**src/rtl/scs_pkg.sv**
```systemverilog
// package for the system configuration and legacy port block
// assumes one 40 MHz clock and a synchronous active-low reset
package scs_pkg;

  // ----------------------------------------------------------------
  // addresses
  // ----------------------------------------------------------------
  localparam logic [31:0] SCS_CFG_ADDR = 32'hFF00401C;
  localparam logic [15:0] SCS_PORT_KBD_DATA = 16'h0060;
  localparam logic [15:0] SCS_PORT_MISC = 16'h0061;
  localparam logic [15:0] SCS_PORT_KBD_CMD = 16'h0064;
  localparam logic [15:0] SCS_PORT_NMI_MASK = 16'h0070;
  localparam logic [15:0] SCS_PORT_FAST_SYS = 16'h0092;

  // ----------------------------------------------------------------
  // configuration word fields
  // ----------------------------------------------------------------
  localparam int SCS_CFG_CLK_LO = 8;
  localparam int SCS_CFG_MEM80 = 12;
  localparam int SCS_CFG_P92_EN = 14;
  localparam int SCS_CFG_PARITY_EN = 15;
  localparam int SCS_CFG_FAST_RD = 22;
  localparam int SCS_CFG_FAST_WR = 23;
  localparam int SCS_CFG_FAST_VL = 25;
  localparam int SCS_CFG_FLASH_WR = 27;
  localparam int SCS_CFG_FLASH_RD = 28;
  localparam logic [31:0] SCS_CFG_RESET = 32'h00000000;

  // clock speed field codes
  localparam logic [1:0] SCS_CLK_50 = 2'h0;
  localparam logic [1:0] SCS_CLK_40 = 2'h1;
  localparam logic [1:0] SCS_CLK_33 = 2'h2;
  localparam logic [1:0] SCS_CLK_25 = 2'h3;

  // ----------------------------------------------------------------
  // port bit positions
  // ----------------------------------------------------------------
  localparam int SCS_P61_PARITY = 7;
  localparam int SCS_P61_CHANCHK = 6;
  localparam int SCS_P61_TIMER2 = 5;
  localparam int SCS_P61_REFRESH = 4;
  localparam int SCS_P61_CHANCHK_DIS = 3;
  localparam int SCS_P61_PARITY_DIS = 2;
  localparam int SCS_P61_SPEAKER = 1;
  localparam int SCS_P61_GATE2 = 0;
  localparam logic [3:0] SCS_P61_CTL_RESET = 4'h0;
  localparam int SCS_P70_MASK = 7;
  localparam int SCS_P92_RSV_HI = 5;
  localparam int SCS_P92_RSV_LO = 4;
  localparam int SCS_P92_NMI_EN = 3;
  localparam int SCS_P92_TURBO = 2;
  localparam int SCS_P92_A20 = 1;
  localparam int SCS_P92_RESET = 0;

  // keyboard commands
  localparam logic [7:0] SCS_KBD_CMD_WRITE_OUT = 8'hD1;
  localparam logic [3:0] SCS_KBD_RESET_HI = 4'hF;
  localparam int SCS_KBD_GATE_BIT = 1;
  localparam int SCS_KBD_RESET_BIT = 0;

  // ----------------------------------------------------------------
  // timing
  // ----------------------------------------------------------------
  localparam int SCS_CLK_PERIOD_PS = 25000;
  localparam int SCS_KBD_DELAY_PS = 6720000;
  localparam int SCS_KBD_DELAY_CYCLES =
    (SCS_KBD_DELAY_PS + SCS_CLK_PERIOD_PS - 1) / SCS_CLK_PERIOD_PS;
  localparam int SCS_FAST_DELAY_CYCLES = 288;
  localparam int SCS_RESET_PULSE_CYCLES = 32;

  // ----------------------------------------------------------------
  // types
  // ----------------------------------------------------------------
  typedef struct packed {
    logic valid;
    logic is_io;
    logic write;
    logic [31:0] addr;
    logic [31:0] wdata;
  } scs_host_req_type;

  typedef struct packed {
    logic [2:0] ras_low;
    logic [2:0] ras_high;
    logic [2:0] ras_precharge;
    logic [1:0] cas_rd_low;
    logic [1:0] cas_rd_high;
    logic [1:0] cas_wr_low;
    logic [1:0] cas_wr_high;
    logic vl_extra_setup;
  } scs_dram_timing_type;

  typedef enum logic [2:0] {
    SCS_SEQ_IDLE = 3'b001,
    SCS_SEQ_WAIT = 3'b010,
    SCS_SEQ_PULSE = 3'b100
  } scs_seq_state_type;

endpackage

```
**src/rtl/scs_dram_timing.sv**
```systemverilog
// memory and local bus timing selects decoded from the configuration word
// assumes the sequencers outside take the clock counts as minimums
`timescale 1ns/1ps
module scs_dram_timing (
  // configuration
  input wire logic [1:0] clock_speed,
  input wire logic mem80,
  input wire logic fast_read,
  input wire logic fast_write,
  input wire logic fast_vl,
  // timing selects
  output scs_pkg::scs_dram_timing_type timing
);
  import scs_pkg::*;

  always_comb begin
    timing = '0;
    if (mem80) begin
      unique case (clock_speed)
        SCS_CLK_25: begin
          timing.ras_low = 3'h2;
          timing.ras_high = 3'h2;
          timing.ras_precharge = 3'h2;
        end
        SCS_CLK_33: begin
          timing.ras_low = 3'h3;
          timing.ras_high = 3'h3;
          timing.ras_precharge = 3'h3;
        end
        default: begin
          timing.ras_low = 3'h4;
          timing.ras_high = 3'h3;
          timing.ras_precharge = 3'h3;
        end
      endcase
    end else begin
      if (clock_speed == SCS_CLK_25) begin
        timing.ras_low = 3'h3;
        timing.ras_high = 3'h3;
        timing.ras_precharge = 3'h3;
      end else begin
        timing.ras_low = 3'h4;
        timing.ras_high = 3'h4;
        timing.ras_precharge = 3'h4;
      end
    end
    timing.cas_rd_low = fast_read ? 2'h1 : 2'h2;
    timing.cas_rd_high = 2'h1;
    timing.cas_wr_low = fast_write ? 2'h1 : 2'h2;
    timing.cas_wr_high = 2'h1;
    timing.vl_extra_setup = ~fast_vl;
  end

endmodule

```
**src/rtl/scs_reset_seq.sv**
```systemverilog
// delayed fixed-length reset pulse: wait, then assert for a count
// assumes trigger is a one-cycle pulse; triggers while busy are ignored
`timescale 1ns/1ps
module scs_reset_seq #(
  parameter int DELAY_CYCLES = 288,
  parameter int PULSE_CYCLES = 32
) (
  // clock and reset
  input wire logic clock,
  input wire logic rst_n,
  // control
  input wire logic trigger,
  output logic active
);
  import scs_pkg::*;

  localparam int CW = $clog2(DELAY_CYCLES + PULSE_CYCLES + 1);
  localparam logic [CW-1:0] DELAY_LAST = CW'(DELAY_CYCLES - 1);
  localparam logic [CW-1:0] PULSE_LAST = CW'(PULSE_CYCLES - 1);

  scs_seq_state_type state;
  scs_seq_state_type next_state;
  logic [CW-1:0] count;
  logic [CW-1:0] next_count;

  always_comb begin
    next_state = state;
    next_count = count;
    unique case (state)
      SCS_SEQ_IDLE: begin
        next_count = '0;
        if (trigger) begin
          next_state = SCS_SEQ_WAIT;
        end
      end
      SCS_SEQ_WAIT: begin
        next_count = count + CW'(1);
        if (count == DELAY_LAST) begin
          next_state = SCS_SEQ_PULSE;
          next_count = '0;
        end
      end
      SCS_SEQ_PULSE: begin
        next_count = count + CW'(1);
        if (count == PULSE_LAST) begin
          next_state = SCS_SEQ_IDLE;
          next_count = '0;
        end
      end
      default: begin
        next_state = SCS_SEQ_IDLE;
        next_count = '0;
      end
    endcase
  end

  always_ff @(posedge clock) begin
    if (!rst_n) begin
      state <= SCS_SEQ_IDLE;
      count <= '0;
    end else begin
      state <= next_state;
      count <= next_count;
    end
  end

  assign active = (state == SCS_SEQ_PULSE);

endmodule

```
**src/rtl/scs_system_config.sv**
```systemverilog
// configuration word, legacy ports 61h/70h/92h and keyboard shadowing
// assumes host cycles arrive as one-cycle requests synchronous to clock
`timescale 1ns/1ps

// Behaviour
// - slow memory: RAS times 3 or 4 clocks
// - bit 14 claims port 92h, else forward
// - parity errors raise NMI when both enabled
// - bit 22 selects read CAS timing
// - bit 23 selects write CAS timing
// - bit 25 clear adds VL setup delays
// - flash writes and reads gated by bits
// - port 61h read-only status bits 7..4
// - port 61h read/write bits 3..0, reset zero
// - port 70h bit 7 masks NMI, snooped
// - port 92h bit 3 reads NMI enable
// - port 92h read-only status and ones
// - port 92h fast A20 bit drives gate
// - fast reset: 288 clocks wait, 32 pulse
// - D1 then data write sets keyboard gate
// - command 1111xxx0 delayed keyboard reset pulse
// - D1 then bit0 zero holds reset
// - configuration word at 0xFF00401C
// - 80ns memory: RAS low 2/3/4 clocks
module scs_system_config #(
  parameter int KBD_DELAY_CYCLES = scs_pkg::SCS_KBD_DELAY_CYCLES,
  parameter int FAST_DELAY_CYCLES = scs_pkg::SCS_FAST_DELAY_CYCLES,
  parameter int PULSE_CYCLES = scs_pkg::SCS_RESET_PULSE_CYCLES
) (
  // clock and reset
  input wire logic clock,
  input wire logic rst_n,
  // host cycles
  input scs_pkg::scs_host_req_type host_req,
  output logic host_ack,
  output logic host_forward,
  output logic [31:0] host_rdata,
  // isa snoop
  input wire logic isa_io_write,
  input wire logic [15:0] isa_io_addr,
  input wire logic [7:0] isa_io_data,
  // events and status inputs
  input wire logic mem_parity_error,
  input wire logic isa_channel_check,
  input wire logic isa_refresh,
  input wire logic timer2_output,
  input wire logic turbo_mode,
  // system outputs
  output logic nmi_n,
  output logic address_line20_gate,
  output logic processor_reset_n,
  output logic speaker_enable,
  output logic timer2_gate,
  output logic flash_write_enable,
  output logic flash_read_enable,
  output scs_pkg::scs_dram_timing_type dram_timing
);
  import scs_pkg::*;

  // ----------------------------------------------------------------
  // decode
  // ----------------------------------------------------------------
  function automatic logic io_hit(input scs_host_req_type r, input logic [15:0] port);
    io_hit = r.valid && r.is_io && (r.addr[15:0] == port) && (r.addr[31:16] == 16'h0000);
  endfunction

  logic [31:0] cfg;
  logic [31:0] next_cfg;
  logic [3:0] p61_ctl;
  logic [3:0] next_p61_ctl;
  logic parity_flag;
  logic next_parity_flag;
  logic chanchk_flag;
  logic next_chanchk_flag;
  logic refresh_flag;
  logic next_refresh_flag;
  logic nmi_mask;
  logic next_nmi_mask;
  logic fast_a20;
  logic next_fast_a20;
  logic fast_reset;
  logic next_fast_reset;
  logic kbd_pending;
  logic next_kbd_pending;
  logic keyboard_gate_shadow;
  logic next_keyboard_gate_shadow;
  logic kbd_hold;
  logic next_kbd_hold;
  logic ack;
  logic next_ack;
  logic fwd;
  logic next_fwd;
  logic [31:0] rdata;
  logic [31:0] next_rdata;
  logic nmi_q;
  logic next_nmi_q;

  logic hit_cfg;
  logic hit_p60;
  logic hit_p61;
  logic hit_p64;
  logic hit_p70;
  logic hit_p92;
  logic claim;
  logic wr;
  logic [7:0] wbyte;
  logic keyboard_reset_pulse;
  logic fast_reset_trigger;
  logic fast_active;
  logic kbd_active;
  logic [7:0] p61_value;
  logic [7:0] p92_value;

  always_comb begin
    hit_cfg = host_req.valid && !host_req.is_io && (host_req.addr == SCS_CFG_ADDR);
    hit_p60 = io_hit(host_req, SCS_PORT_KBD_DATA);
    hit_p61 = io_hit(host_req, SCS_PORT_MISC);
    hit_p64 = io_hit(host_req, SCS_PORT_KBD_CMD);
    hit_p70 = io_hit(host_req, SCS_PORT_NMI_MASK);
    hit_p92 = io_hit(host_req, SCS_PORT_FAST_SYS) && cfg[SCS_CFG_P92_EN];
    claim = hit_cfg || hit_p61 || hit_p92;
    wr = host_req.write;
    wbyte = host_req.wdata[7:0];
  end

  // ----------------------------------------------------------------
  // read values
  // ----------------------------------------------------------------
  always_comb begin
    p61_value = {parity_flag, chanchk_flag, timer2_output, refresh_flag, p61_ctl};
    p92_value = 8'h00;
    p92_value[SCS_P92_RSV_HI] = 1'b1;
    p92_value[SCS_P92_RSV_LO] = 1'b1;
    p92_value[SCS_P92_NMI_EN] = ~nmi_mask;
    p92_value[SCS_P92_TURBO] = turbo_mode;
    p92_value[SCS_P92_A20] = fast_a20;
    p92_value[SCS_P92_RESET] = fast_reset;
  end

  // ----------------------------------------------------------------
  // register next values
  // ----------------------------------------------------------------
  always_comb begin
    next_cfg = cfg;
    next_p61_ctl = p61_ctl;
    next_nmi_mask = nmi_mask;
    next_fast_a20 = fast_a20;
    next_fast_reset = fast_reset;
    next_kbd_pending = kbd_pending;
    next_keyboard_gate_shadow = keyboard_gate_shadow;
    next_kbd_hold = kbd_hold;
    keyboard_reset_pulse = 1'b0;
    fast_reset_trigger = 1'b0;
    next_ack = host_req.valid;
    next_fwd = host_req.valid && !claim;
    next_rdata = 32'h00000000;

    // reserved bits are stored as written; software keeps them legal
    if (hit_cfg && wr) begin
      next_cfg = host_req.wdata;
    end
    if (hit_p61 && wr) begin
      next_p61_ctl = wbyte[3:0];
    end
    if (hit_p70 && wr) begin
      next_nmi_mask = wbyte[SCS_P70_MASK];
    end
    if (isa_io_write && (isa_io_addr == SCS_PORT_NMI_MASK)) begin
      next_nmi_mask = isa_io_data[SCS_P70_MASK];
    end
    if (hit_p92 && wr) begin
      next_fast_a20 = wbyte[SCS_P92_A20];
      next_fast_reset = wbyte[SCS_P92_RESET];
      fast_reset_trigger = wbyte[SCS_P92_RESET];
    end

    // keyboard controller shadowing
    if (hit_p64 && wr) begin
      next_kbd_pending = (wbyte == SCS_KBD_CMD_WRITE_OUT);
      if (wbyte[7:4] == SCS_KBD_RESET_HI && !wbyte[0]) begin
        keyboard_reset_pulse = 1'b1;
      end
    end
    if (hit_p60 && wr && kbd_pending) begin
      next_kbd_pending = 1'b0;
      next_keyboard_gate_shadow = wbyte[SCS_KBD_GATE_BIT];
      next_kbd_hold = ~wbyte[SCS_KBD_RESET_BIT];
    end

    if (host_req.valid && !wr) begin
      if (hit_cfg) begin
        next_rdata = cfg;
      end else if (hit_p61) begin
        next_rdata = {24'h000000, p61_value};
      end else if (hit_p92) begin
        next_rdata = {24'h000000, p92_value};
      end
    end
  end

  // ----------------------------------------------------------------
  // sticky status flags: a refresh set during a clearing read wins
  // ----------------------------------------------------------------
  always_comb begin
    next_parity_flag = parity_flag;
    next_chanchk_flag = chanchk_flag;
    next_refresh_flag = refresh_flag;
    // disabling a check clears its flag
    if (p61_ctl[SCS_P61_PARITY_DIS]) begin
      next_parity_flag = 1'b0;
    end
    if (p61_ctl[SCS_P61_CHANCHK_DIS]) begin
      next_chanchk_flag = 1'b0;
    end
    // reading port 61h clears the refresh flag
    if (hit_p61 && !wr) begin
      next_refresh_flag = 1'b0;
    end
    if (mem_parity_error && !p61_ctl[SCS_P61_PARITY_DIS]) begin
      next_parity_flag = 1'b1;
    end
    if (isa_channel_check && !p61_ctl[SCS_P61_CHANCHK_DIS]) begin
      next_chanchk_flag = 1'b1;
    end
    if (isa_refresh) begin
      next_refresh_flag = 1'b1;
    end
    next_nmi_q = cfg[SCS_CFG_PARITY_EN] && !nmi_mask && parity_flag;
  end

  always_ff @(posedge clock) begin
    if (!rst_n) begin
      cfg <= SCS_CFG_RESET;
      p61_ctl <= SCS_P61_CTL_RESET;
      parity_flag <= 1'b0;
      chanchk_flag <= 1'b0;
      refresh_flag <= 1'b0;
      nmi_mask <= 1'b0;
      fast_a20 <= 1'b0;
      fast_reset <= 1'b0;
      kbd_pending <= 1'b0;
      keyboard_gate_shadow <= 1'b0;
      kbd_hold <= 1'b0;
      ack <= 1'b0;
      fwd <= 1'b0;
      rdata <= 32'h00000000;
      nmi_q <= 1'b0;
    end else begin
      cfg <= next_cfg;
      p61_ctl <= next_p61_ctl;
      parity_flag <= next_parity_flag;
      chanchk_flag <= next_chanchk_flag;
      refresh_flag <= next_refresh_flag;
      nmi_mask <= next_nmi_mask;
      fast_a20 <= next_fast_a20;
      fast_reset <= next_fast_reset;
      kbd_pending <= next_kbd_pending;
      keyboard_gate_shadow <= next_keyboard_gate_shadow;
      kbd_hold <= next_kbd_hold;
      ack <= next_ack;
      fwd <= next_fwd;
      rdata <= next_rdata;
      nmi_q <= next_nmi_q;
    end
  end

  // ----------------------------------------------------------------
  // processor reset sources
  // ----------------------------------------------------------------
  scs_reset_seq #(
    .DELAY_CYCLES(FAST_DELAY_CYCLES),
    .PULSE_CYCLES(PULSE_CYCLES)
  ) u_fast_reset (
    .clock(clock),
    .rst_n(rst_n),
    .trigger(fast_reset_trigger),
    .active(fast_active)
  );

  scs_reset_seq #(
    .DELAY_CYCLES(KBD_DELAY_CYCLES),
    .PULSE_CYCLES(PULSE_CYCLES)
  ) u_kbd_reset (
    .clock(clock),
    .rst_n(rst_n),
    .trigger(keyboard_reset_pulse),
    .active(kbd_active)
  );

  // ----------------------------------------------------------------
  // timing selects
  // ----------------------------------------------------------------
  scs_dram_timing u_timing (
    .clock_speed(cfg[SCS_CFG_CLK_LO +: 2]),
    .mem80(cfg[SCS_CFG_MEM80]),
    .fast_read(cfg[SCS_CFG_FAST_RD]),
    .fast_write(cfg[SCS_CFG_FAST_WR]),
    .fast_vl(cfg[SCS_CFG_FAST_VL]),
    .timing(dram_timing)
  );

  // ----------------------------------------------------------------
  // outputs
  // ----------------------------------------------------------------
  assign host_ack = ack;
  assign host_forward = fwd;
  assign host_rdata = rdata;
  assign nmi_n = ~nmi_q;
  assign address_line20_gate = fast_a20 | keyboard_gate_shadow;
  assign processor_reset_n = ~(fast_active | kbd_active | kbd_hold);
  assign speaker_enable = p61_ctl[SCS_P61_SPEAKER];
  assign timer2_gate = p61_ctl[SCS_P61_GATE2];
  assign flash_write_enable = cfg[SCS_CFG_FLASH_WR];
  assign flash_read_enable = cfg[SCS_CFG_FLASH_RD];

endmodule
```
**config.mk**
```make
export PLATFORM = sky130hd
export DESIGN_NAME = scs_system_config
export DESIGN_NICKNAME = d
export VERILOG_FILES = /design/src/rtl/scs_pkg.sv /design/src/rtl/scs_dram_timing.sv /design/src/rtl/scs_reset_seq.sv /design/src/rtl/scs_system_config.sv
export SDC_FILE = /design/constraint.sdc
export NUM_CORES = 1
export LEC_CHECK = 0
export BUFFER_PORTS_ARGS = -buffer_cell sky130_fd_sc_hd__buf_2
export CAP_MARGIN = 20
export CELL_PAD_IN_SITES_DETAIL_PLACEMENT = 1
export CELL_PAD_IN_SITES_GLOBAL_PLACEMENT = 1
export CORE_MARGIN = 2
export CORE_UTILIZATION = 36
export CTS_CLUSTER_SIZE = 40
export DETAILED_ROUTE_END_ITERATION = 10
export GPL_ROUTABILITY_DRIVEN = 1
export GPL_TIMING_DRIVEN = 0
export PLACE_DENSITY_LB_ADDON = 0.1
export SYNTH_ARGS = -nofsm -noshare
export SYNTH_HDL_FRONTEND = slang
export SYNTH_SLANG_ARGS = --single-unit
```
**constraint.sdc**
```tcl
create_clock -name clock -period 3.63 [get_ports clock]
set_clock_uncertainty 0.2 [all_clocks]
set_input_delay 0.9075 -clock clock [delete_from_list [all_inputs] [get_ports clock]]
set_output_delay 0.9075 -clock clock [all_outputs]
set_load 0.005 [all_outputs]
```
Word level (Yosys, flattened, before mapping)
Cells that the tools add are included. Widths: inputs -> output; s select.

Bits in registers: 104. Latch bits: 0. Bits in writable memories: 0. ROM bits: 0. Input bits: 99. Output and inout port bits: 59. Logic and storage cells: 138. Memories kept: 0.

Add/subtract/negate cells: 2. $mul: 0. Div/mod/pow operators: 0. Order comparisons: 0. Eq/ne operators: 27. Shift operators: 0. Mux-type cells: 33. Bitwise logic cells: 9. Reduce and logical (&&, ||, !) cells: 48.

Operator list (count): $eq 16x7->1 const B (5); $mux 9 (6); $pmux 9 s2 (3); $eq 32x32->1 const B (1); $mux 32 (1); $logic_and 1x1->1 (30); $add 9x1->9 const B (2); $eq 9x5->1 const B (2); $eq 9x9->1 const B (2); $mux 3 (6); $pmux 3 s3 (2); $eq 16x8->1 const B (1); $logic_not 16->1 (1); $mux 1 (11); $eq 8x8->1 const B (1); $mux 8 (1); $ne 2x1->1 const B (4); $reduce_bool 2->1 (4); $logic_not 1->1 (7); $eq 3x1->1 const B (2); $eq 3x2->1 const B (2); $eq 3x3->1 const B (2); $mux 6 (1); $not 1->1 (6); other kinds (9) (16).

Longest topological paths before layout
Gate-level depths: netlist of the first run.

Word-level depth: 8. Depth in mapped cells: 8.

By module
A second synthesis of the first run with hierarchy kept.

Cell total of the unflattened synthesis: 452. Area, all modules: 4456.8 um2.

Modules (own cells, without submodules): scs_system_config (times used 1, cells each 305, area each 3124.2 um2, seq. area each 1601.5 um2); scs_reset_seq (u_kbd_reset) (times used 1, cells each 63, area each 614.3 um2, seq. area each 240.2 um2); scs_reset_seq (u_fast_reset) (times used 1, cells each 62, area each 586.8 um2, seq. area each 240.2 um2); scs_dram_timing (times used 1, cells each 22, area each 131.4 um2, seq. area each 0.0 um2).

Worst setup path before layout of the first run
OpenSTA, ideal clock, no wires.

Kind: in2reg. From: input port host_req[42] in the netlist's numbering. To: register rdata[0] (netlist: host_rdata[0]). Library setup time: 0.072 ns. Data arrival time: 2.587 ns. Required time: 3.358 ns. Path slack: 0.771 ns. Stages: 5. Buffers on the path: 0. Path through: or4_4 -> nor4_4 -> nand3_4 -> or4_4 -> o2bb2ai_1.

Word-level cells in the longest chain between the ends: 7. Elaborated cells between the ends (all ways): 12.

Ends and longest elaborated chain: start, declared (RTL line scs_system_config.sv:34) `input scs_pkg::scs_host_req_type host_req,`; $eq 16x8->1 (RTL line scs_system_config.sv:64) `io_hit = r.valid && r.is_io && (r.addr[15:0] == port) && (r.addr[31:16] == 16'h0000);`; $logic_and 1x1->1 (2 in a row) (RTL line scs_system_config.sv:64); $logic_and 1x1->1 (RTL line scs_system_config.sv:120) `hit_p92 = io_hit(host_req, SCS_PORT_FAST_SYS) && cfg[SCS_CFG_P92_EN];`; $mux 6 (RTL line scs_system_config.sv:195) `end else if (hit_p92) begin`; $mux 8 (RTL line scs_system_config.sv:193) `end else if (hit_p61) begin`; $mux 32 (*) (RTL line scs_system_config.sv:191) `if (hit_cfg) begin`; end signal, assigned (RTL line scs_system_config.sv:262) `rdata <= next_rdata;`; end, declared (RTL line scs_system_config.sv:93) `logic [31:0] rdata;`.

Mark *: on every way between the ends. The rest lies on a longest branch, timed or not. A chain may end at the register's enable or synchronous reset.

Worst setup path in the final report of the first run
Ends and elaborated chain as after synthesis.

==> results.md, run 1 <==
Detailed routing:
- After detailed routing, the number of vias per cell comes to 4.943.
- The detailed-route wire length per cell is 15.51 um.
- The DRC marker count from the first detailed-route iteration is 141.
- The final layout contains routed wiring with a total length of 12020 um.
- The total iterations of the first detailed-routing run is 7.
- The number of remaining DRC errors is 11.
- The final route contains 3831 vias.
- The post-route antenna net violation count is 0.

Outcome:
- The run finished, with violations left.
- The final reports fail on design-rule violations.

Setup path:
- The worst path required time is 3700 ps.
- Traced cell by cell, the critical path runs through buf_2, or4_4, nor4_4, nand3_1, nor3_1, buf_4, buf_6, o2bb2ai_1.
- Of all nets on the critical path, the largest fanout is 10.
- At the worst endpoint, the arrival time is 2980 ps.
- The path type of the worst setup path is input port to register.
- The longest individual stage delay on the worst path is 570 ps.
- On the critical path, the stage with the largest delay is an instance of sky130_fd_sc_hd__or4_4.
- The worst setup path is captured at a register.
- The worst setup path is launched from an input port.

Global routing:
- The leftover overflow at the end of global routing is 0.
- The all-layer global routing usage is 0.1901.
- The first-pass GRT wire length is 19010 um.
- The number of antenna violations at the first check in global routing is 1.
- The fraction of met1 tracks used by global routing is 0.2236.
- The routing layer with the top usage in global route is met2.
- For met3 alone, demand over resource in global routing was 0.04767.
- The maximum number of pins on one net before global-route repair is 17.
- The global routing usage on met2 is 0.3333.
- The number of global-route vias before repair was 3861.

Timing:
- Setup repair after global routing left no endpoint under its margin.
- The headroom to the max-slew limit is 0.5409.
- The actual slew at the worst max-slew pin is 687.1 ps.
- The worst hold slack across all endpoints is 251.0 ps.
- The fraction of the cycle the final worst path needs is 0.8019.
- The number of pins exceeding their max-slew limit in the final report is 0.
- Setup violations remaining at the end of the flow were counted as 0.
- The number of hold violations in the final report is 0.
- Once routing completed, OpenROAD measured the worst setup slack at 719.3 ps.
- The worst path needs 2911 ps of the cycle, external delays included.
- The final sum of negative setup slack is 0 ps.
- The upper clock frequency limit is 0.3436 GHz.

Min path:
- The class of the tightest hold or removal check is register to register.

Placement:
- The post-placement setup slack is 376.2 ps.
- After legalization and detailed placement, the total HPWL measured 9422 um.
- The count of buffers added on input and output ports is 146.
- The routability-driven placement congestion ratio is 0.7581.

Yosys:
- In the synthesized netlist, the number of instances is 467.
- The synthesized design contains 0 enable-type register cells.
- The top cell type's share of synthesized area is 0.4856.
- For this run, the number of Yosys warnings is 0.
- The cell type contributing the most total cell area after synthesis is sky130_fd_sc_hd__dfxtp_1.
- After synthesis, the share of flip-flops with an asynchronous set or reset is 0.
- Yosys attributes the largest share of cell area to sky130_fd_sc_hd__dfxtp_1, sky130_fd_sc_hd__nand2_1, sky130_fd_sc_hd__a21boi_0, sky130_fd_sc_hd__and2_1, sky130_fd_sc_hd__nor2_1.
- The register area share after synthesis is 0.4856.
- Synthesis inferred 104 register bits.
- A synthesized cell averages 9.182 um^2.
- Synthesis instantiated 59 different standard cells from the library.
- For this run, the leading register cell type out of synthesis is sky130_fd_sc_hd__dfxtp_1.
- The commonest cells after synthesis are sky130_fd_sc_hd__dfxtp_1, sky130_fd_sc_hd__nand2_1, sky130_fd_sc_hd__nor2_1, sky130_fd_sc_hd__and2_1, sky130_fd_sc_hd__a21boi_0.
- In the post-synthesis netlist, the cell with the most instances is sky130_fd_sc_hd__dfxtp_1.
- The mapped netlist covers 4288 um^2.

Floorplanning:
- The count of standard-cell rows is 39.
- The initial core utilization is 0.3723.
- The die is 113.1 um tall.
- The top-level port count is 158.
- The die width is 113.1 um.
- The area of the placeable core is 11520 um^2.
- The area enclosed by the die boundary is 12800 um^2.

Clocking:
- The number of instances resized during post-cts repair is 0.
- The clock transition time at the flip-flop clock pins of the worst setup and hold paths is 60 ps.
- The number of buffers between clock root and the deepest sink is 2.
- The TritonCTS buffer count is 9.
- Post-CTS timing repair inserted 0 buffers for setup.
- The root cell of the clock tree is sky130_fd_sc_hd__clkbuf_16.
- The number of buffers added to fix hold violations after cts is 0.
- The sink count of the clock tree is 104.
- The clock tree from TritonCTS is built.
- Clock latency on the worst-skew pair, taken at its later pin, is 350 ps.
- The H-tree depth is 3.

Layout:
- At the end of the flow, the number of nets in the layout was 729.
- Of the cells placed in the final design, the portion with a size suffix greater than 1 is 0.2991.
- The relative area change from synthesis to final layout is 28.25%.
- 0 antenna diodes ended up in the layout.

Pwr:
- In this run the power density over the cells is 402.0 nW/um^2.
- The static leakage power is 2.305 nW.
- The largest voltage drop on the vdd net is 0.2471 mV.

Run:
- The number of maximum-capacitance constraint violations is 0.
-- sequential cells by signal (all words and copies together) (netlist names), 3 cells and up --
register / count
cfg: 32
host_rdata: 32
u_fast_reset.count: 9
u_kbd_reset.count: 9
p61_ctl: 4
u_fast_reset.state: 3
u_kbd_reset.state: 3
-- power by group --
part	total, W	switching, W	internal (W)
clock network	0.000958	0.000423	0.000535
logic	0.000107	0.0000517	0.0000552
registers	0.00115	0.00000170	0.00114
total	0.00221	0.000476	0.00173
-- path summary, 6_finish.rpt --
path	start	to	slack [ps]	depth (start not counted)
worst max-delay path	host_req[42]	host_rdata[0]	720	8
worst min-delay path	cfg[0]	cfg[0]	250	2
worst max register to register	u_kbd_reset.count[0]	u_kbd_reset.count[2]	1570	6
worst min register to register	cfg[0]	cfg[0]	250	2
-- critical path: cells and delay by family --
kind	cells	cell delay (ps)
AO/OA/AOI/OAI	1	130
buffers and inverters	3	470
AND/OR/NAND/NOR	4	1460
-- layout by cell type, fill, tap and decap left out, types with 3 or more instances in the layout --
cell type,count
sky130_fd_sc_hd__o21ai_0,5
sky130_fd_sc_hd__nand2b_1,5
sky130_fd_sc_hd__nand3_1,8
sky130_fd_sc_hd__clkbuf_1,13
sky130_fd_sc_hd__and3_1,3
sky130_fd_sc_hd__buf_4,10
sky130_fd_sc_hd__clkbuf_16,9
sky130_fd_sc_hd__a21boi_0,22
sky130_fd_sc_hd__buf_2,151
sky130_fd_sc_hd__conb_1,4
sky130_fd_sc_hd__nor4_1,12
sky130_fd_sc_hd__mux2i_1,11
sky130_fd_sc_hd__and2_1,23
sky130_fd_sc_hd__a22oi_1,3
sky130_fd_sc_hd__xor2_1,9
sky130_fd_sc_hd__and4_1,5
sky130_fd_sc_hd__inv_1,14
sky130_fd_sc_hd__dfxtp_1,104
sky130_fd_sc_hd__xnor2_1,6
sky130_fd_sc_hd__a21oi_1,4
sky130_fd_sc_hd__nor2_1,34
sky130_fd_sc_hd__nor3b_1,4
sky130_fd_sc_hd__nor3_1,11
sky130_fd_sc_hd__ha_1,3
sky130_fd_sc_hd__o2bb2ai_1,5
sky130_fd_sc_hd__nand2_1,79
sky130_fd_sc_hd__a21boi_1,10
sky130_fd_sc_hd__or2_2,3
sky130_fd_sc_hd__nand4_1,7
sky130_fd_sc_hd__nor2b_1,8
-- cells by family (layout without fill, tap and decap cells) --
group / Yosys count / after routing / synth area share
flip-flops: 104 / 104 / 0.4856
adder cells (fa/ha/maj): 3 / 3 / 0.008755
buffers and inverters: 42 / 205 / 0.05106
AND/OR/NAND/NOR: 225 / 225 / 0.2854
XOR/XNOR: 15 / 15 / 0.03064
AO/OA/AOI/OAI: 65 / 65 / 0.1112
other: 2 / 4 / 0.001751
multiplexers: 11 / 11 / 0.02568
-- layer usage --
layer	wire, um	vias to the layer above
met3	674	18
met1	5321	1798
met4	227	0
met5	0	-
li1	-	1914
met2	5797	101
-- through the flow --
stage	power, W	std cells	cell area, um^2	util
after floorplan	0.001206	469	4295	-
after global placement	0.001277	758	5205	0.4520
after detailed placement	0.001280	759	5210	0.4524
after CTS	0.002234	775	5499	0.4775
after global routing	0.002288	775	5499	0.4775
final	0.002211	775	5499	0.4775
-- area by class of cell --
type	instances	area, um^2
buffer	28	166.4
fill	1406	6017
multi-input combinational	323	1994
inverter	14	52.55
timing repair buffer	147	735.7
tap	143	178.9
sequential	104	2082
clock buffer	11	232.7
clock inverter	5	56.30
Note: power is estimated with default switching activity, not from simulation.
==> run 2: changes to the inputs <==
--- a/config.mk
+++ b/config.mk
@@ -10,7 +10,7 @@
 export CELL_PAD_IN_SITES_DETAIL_PLACEMENT = 1
 export CELL_PAD_IN_SITES_GLOBAL_PLACEMENT = 1
 export CORE_MARGIN = 2
-export CORE_UTILIZATION = 36
+export CORE_UTILIZATION = 32
 export CTS_CLUSTER_SIZE = 40
 export DETAILED_ROUTE_END_ITERATION = 10
 export GPL_ROUTABILITY_DRIVEN = 1
==> constraint.sdc (replaced) <==
create_clock -name clock -period 2.33 [get_ports clock]
set_clock_uncertainty 0.2 [all_clocks]
set_input_delay 0.5825 -clock clock [delete_from_list [all_inputs] [get_ports clock]]
set_output_delay 0.5825 -clock clock [all_outputs]
set_load 0.005 [all_outputs]
==> results.md, run 2 (synthesized netlist as in run 1, its figures left out) <==
Setup path:
- In this run the worst setup path terminates at u_fast_reset.state[0].
- The setup path with the least slack is of type input port to register.
- The endpoint identified for the worst register-to-register timing path is u_kbd_reset.count[6].
- The setup slack of the worst register-to-register path came to 430 ps (-1140 ps).
- The start of the worst register-to-register path is u_kbd_reset.count[0].
- The peak fanout along the critical path is 4 (-6).
- STA classifies the critical path endpoint as a register.
- The launch point of the worst path is host_req[42].
- The worst path required time is 2360 ps (-1340 ps).
- The cell depth of the worst flop-to-flop path is 6 (unchanged).
- The worst setup path is launched from an input port.
- The worst path arrival time came to 2440 ps (-540 ps).

Detailed routing:
- The total wire length after detailed routing is 12960 um (+7.8%).
- The number of remaining DRC errors was 0 (-11).
- The met2 wire length came to 6553 um (+13%).
- After detailed routing, no signal wire sits above met4.
- The routed via count divided by cell count is 4.745 (-4.0%).
- The post-route antenna net violation count is 0 (unchanged).
- The detailed-route wire length per cell is 15.86 um (+2.3%).
- The detailed-route wire length on metal 1 is 5510 um (+3.6%).
- The total iterations of the first detailed-routing run is 4 (-3).
- The via count is 3877 (+1.2%).
- The length of routed met3 wiring was 761 um (+13%).
- The DRC marker count from the first detailed-route iteration is 201 (+43%).

Clocking:
- The TritonCTS buffer count is 9 (unchanged).
- The number of buffers between clock root and the deepest sink is 2 (unchanged).
- The later-pin clock latency in the skew report came to 350 ps (about the same).
- The H-tree depth is 3 (unchanged).
- The clock transition time at the flip-flop clock pins of the worst setup and hold paths came to 70 ps (about the same).
- The sink count of the clock tree was 104 (unchanged).
- The clock tree from TritonCTS is built.
- The root buffer cell chosen for the clock tree is sky130_fd_sc_hd__clkbuf_16.

Timing:
- The number of hold violations in the final report is 0 (unchanged).
- Setup repair after global routing could not meet its margin everywhere.
- The worst hold slack across all endpoints is 250.8 ps (-0.2280 ps).
- The fraction of the cycle the final worst path needs is 1.035.
- The actual slew at the worst max-slew pin was 631.4 ps (-55.71 ps).
- The upper clock frequency limit is 0.4148 GHz.
- The worst setup margin is -80.90 ps (-800.2 ps).
- The number of pins exceeding their max-slew limit in the final report was 0 (unchanged).
- The count of final setup violators is 11 (+11).
- After layout, the minimum clock period comes to 2411 ps.
- The headroom to the max-slew limit is 0.5791 (+0.03813).

Outcome:
- The flow ran to the end, but the final reports show violations.
- The final reports fail on negative setup slack.

Global routing:
- The number of antenna violations at the first check in global routing is 1 (unchanged).
- The number of global-route vias before repair was 4080 (+5.7%).
- The first-pass GRT wire length is 20280 um (+6.7%).
- The leftover overflow at the end of global routing is 0 (unchanged).
- The all-layer global routing usage came to 0.1829 (-0.007245).
- The maximum number of pins on one net before global-route repair is 15 (-2).

Layout:
- Leaving out fill and tap cells, the most frequent cells in the layout are sky130_fd_sc_hd__buf_2, sky130_fd_sc_hd__dfxtp_1, sky130_fd_sc_hd__nand2_1.
- The library cell used most frequently in the layout, excluding fill and tap cells, is sky130_fd_sc_hd__buf_2.
- The relative area change from synthesis to final layout is 36.53%.
- The fraction of layout instances using a drive strength above 1 was 0.3609 (+0.06189).
- The post-route cell area is 5854 um^2 (+6.5%).
- The number of nets in the final layout is 740 (+1.5%).

Floorplanning:
- The initial core utilization came to 0.3264 (-0.04596).
- The die width is 119.8 um (+5.9%).
- The die height is 119.8 um (+5.9%).
- The area enclosed by the die boundary is 14340 um^2 (+12%).
- The count of standard-cell rows came to 42 (+7.7%).
- The area of the placeable core is 13140 um^2 (+14%).
- The top-level port count is 158 (unchanged).

Placement:
- The number of buffers inserted by port buffering came to 146 (unchanged).
- The detailed placement HPWL came to 9649 um (+2.4%).
- The post-placement setup slack is -586.3 ps (-962.5 ps).
- The placed instance area was 5283 um^2 (+1.4%).
- The routability-driven placement congestion ratio is 0.7653 (+0.95%).

Pwr:
- The largest voltage drop on the vdd net is 0.3051 mV (+23%).
- The total power was 0.003291 W (+49%).
- The ratio of total power to cell area is 562.2 nW/um^2 (+40%).
- The static leakage power is 2.455 nW (+6.5%).

Min path:
- The class of the tightest hold or removal check is register to register.

Run:
- The number of maximum-capacitance constraint violations is 0 (unchanged).
[run 2: cell count changes in the layout (fill, tap and decap cells not counted), moves of 5 or more]
cell	change
sky130_fd_sc_hd__a21boi_0	-21
sky130_fd_sc_hd__o2bb2ai_1	-5
sky130_fd_sc_hd__buf_4	+9
sky130_fd_sc_hd__o2bb2ai_2	+5
sky130_fd_sc_hd__nand2_2	+5
sky130_fd_sc_hd__nand2_1	-10
sky130_fd_sc_hd__nand2_4	+5
sky130_fd_sc_hd__a21boi_1	+15
sky130_fd_sc_hd__a21boi_2	+6
[run 2: metal layers]
| metal | vias to the layer above | global-route usage |
|---|---|---|
| li1 | 1930 | - |
| met1 | 1841 | 0.2151 |
| met5 | - | 0 |
| met4 | 0 | 0.04926 |
| met2 | 96 | 0.3207 |
| met3 | 10 | 0.05798 |
[run 2: repair_timing]
action | 4_1_cts | 5_1_grt
endpoints found under the setup margin | 61 | 55
gates cloned | 0 | 2
gates resized for setup | 13 | 65
hold buffers | 0 | 0
pin swaps | 9 | 25
buffers inserted | 7 | 4
[run 2: how the worst min path moves through the flow]
stage	from	to	slack [ps]	cells past startpoint
detailed placement	cfg[19]	host_rdata[19]	240	1
CTS	cfg[19]	host_rdata[19]	260	1
global placement	cfg[18]	host_rdata[18]	230	1
floorplan	p61_ctl[3]	chanchk_flag	220	1
finish	cfg[30]	cfg[30]	250	2
global route	host_req[21]	cfg[21]	260	3
[run 2: power by group]
part           internal (W)  switching [W]  total (W)
clock network      0.000708       0.000618    0.00133
logic             0.0000895      0.0000901   0.000180
registers           0.00178     0.00000280    0.00179
[run 2: worst max-delay path, stage by stage]
cell and delay (ps):
sky130_fd_sc_hd__buf_6 90, sky130_fd_sc_hd__or4_4 560, sky130_fd_sc_hd__nor4_4 210, sky130_fd_sc_hd__buf_4 170, sky130_fd_sc_hd__nand3_4 90, sky130_fd_sc_hd__buf_4 180, sky130_fd_sc_hd__buf_4 140, sky130_fd_sc_hd__nor4_1 310
sky130_fd_sc_hd__nor2_1 90
[run 2: area by class of cell]
class	instances	area, um^2
clock inverter	1	7.507
clock buffer	12	236.5
tap	176	220.2
fill	1585	7283
antenna	1	2.502
buffer	26	209.0
timing repair buffer	160	884.6
multi-input combinational	323	2160
inverter	14	52.55
sequential	104	2082
[run 2: per-stage QoR]
step                      setup TNS, ps  cells    util
after floorplan                   -2072    469       -
after global placement           -31470    791  0.4015
after detailed placement         -33820    792  0.4021
after CTS                        -13.30    811  0.4287
after global routing              -2300    816  0.4454
final                            -331.7    817  0.4456
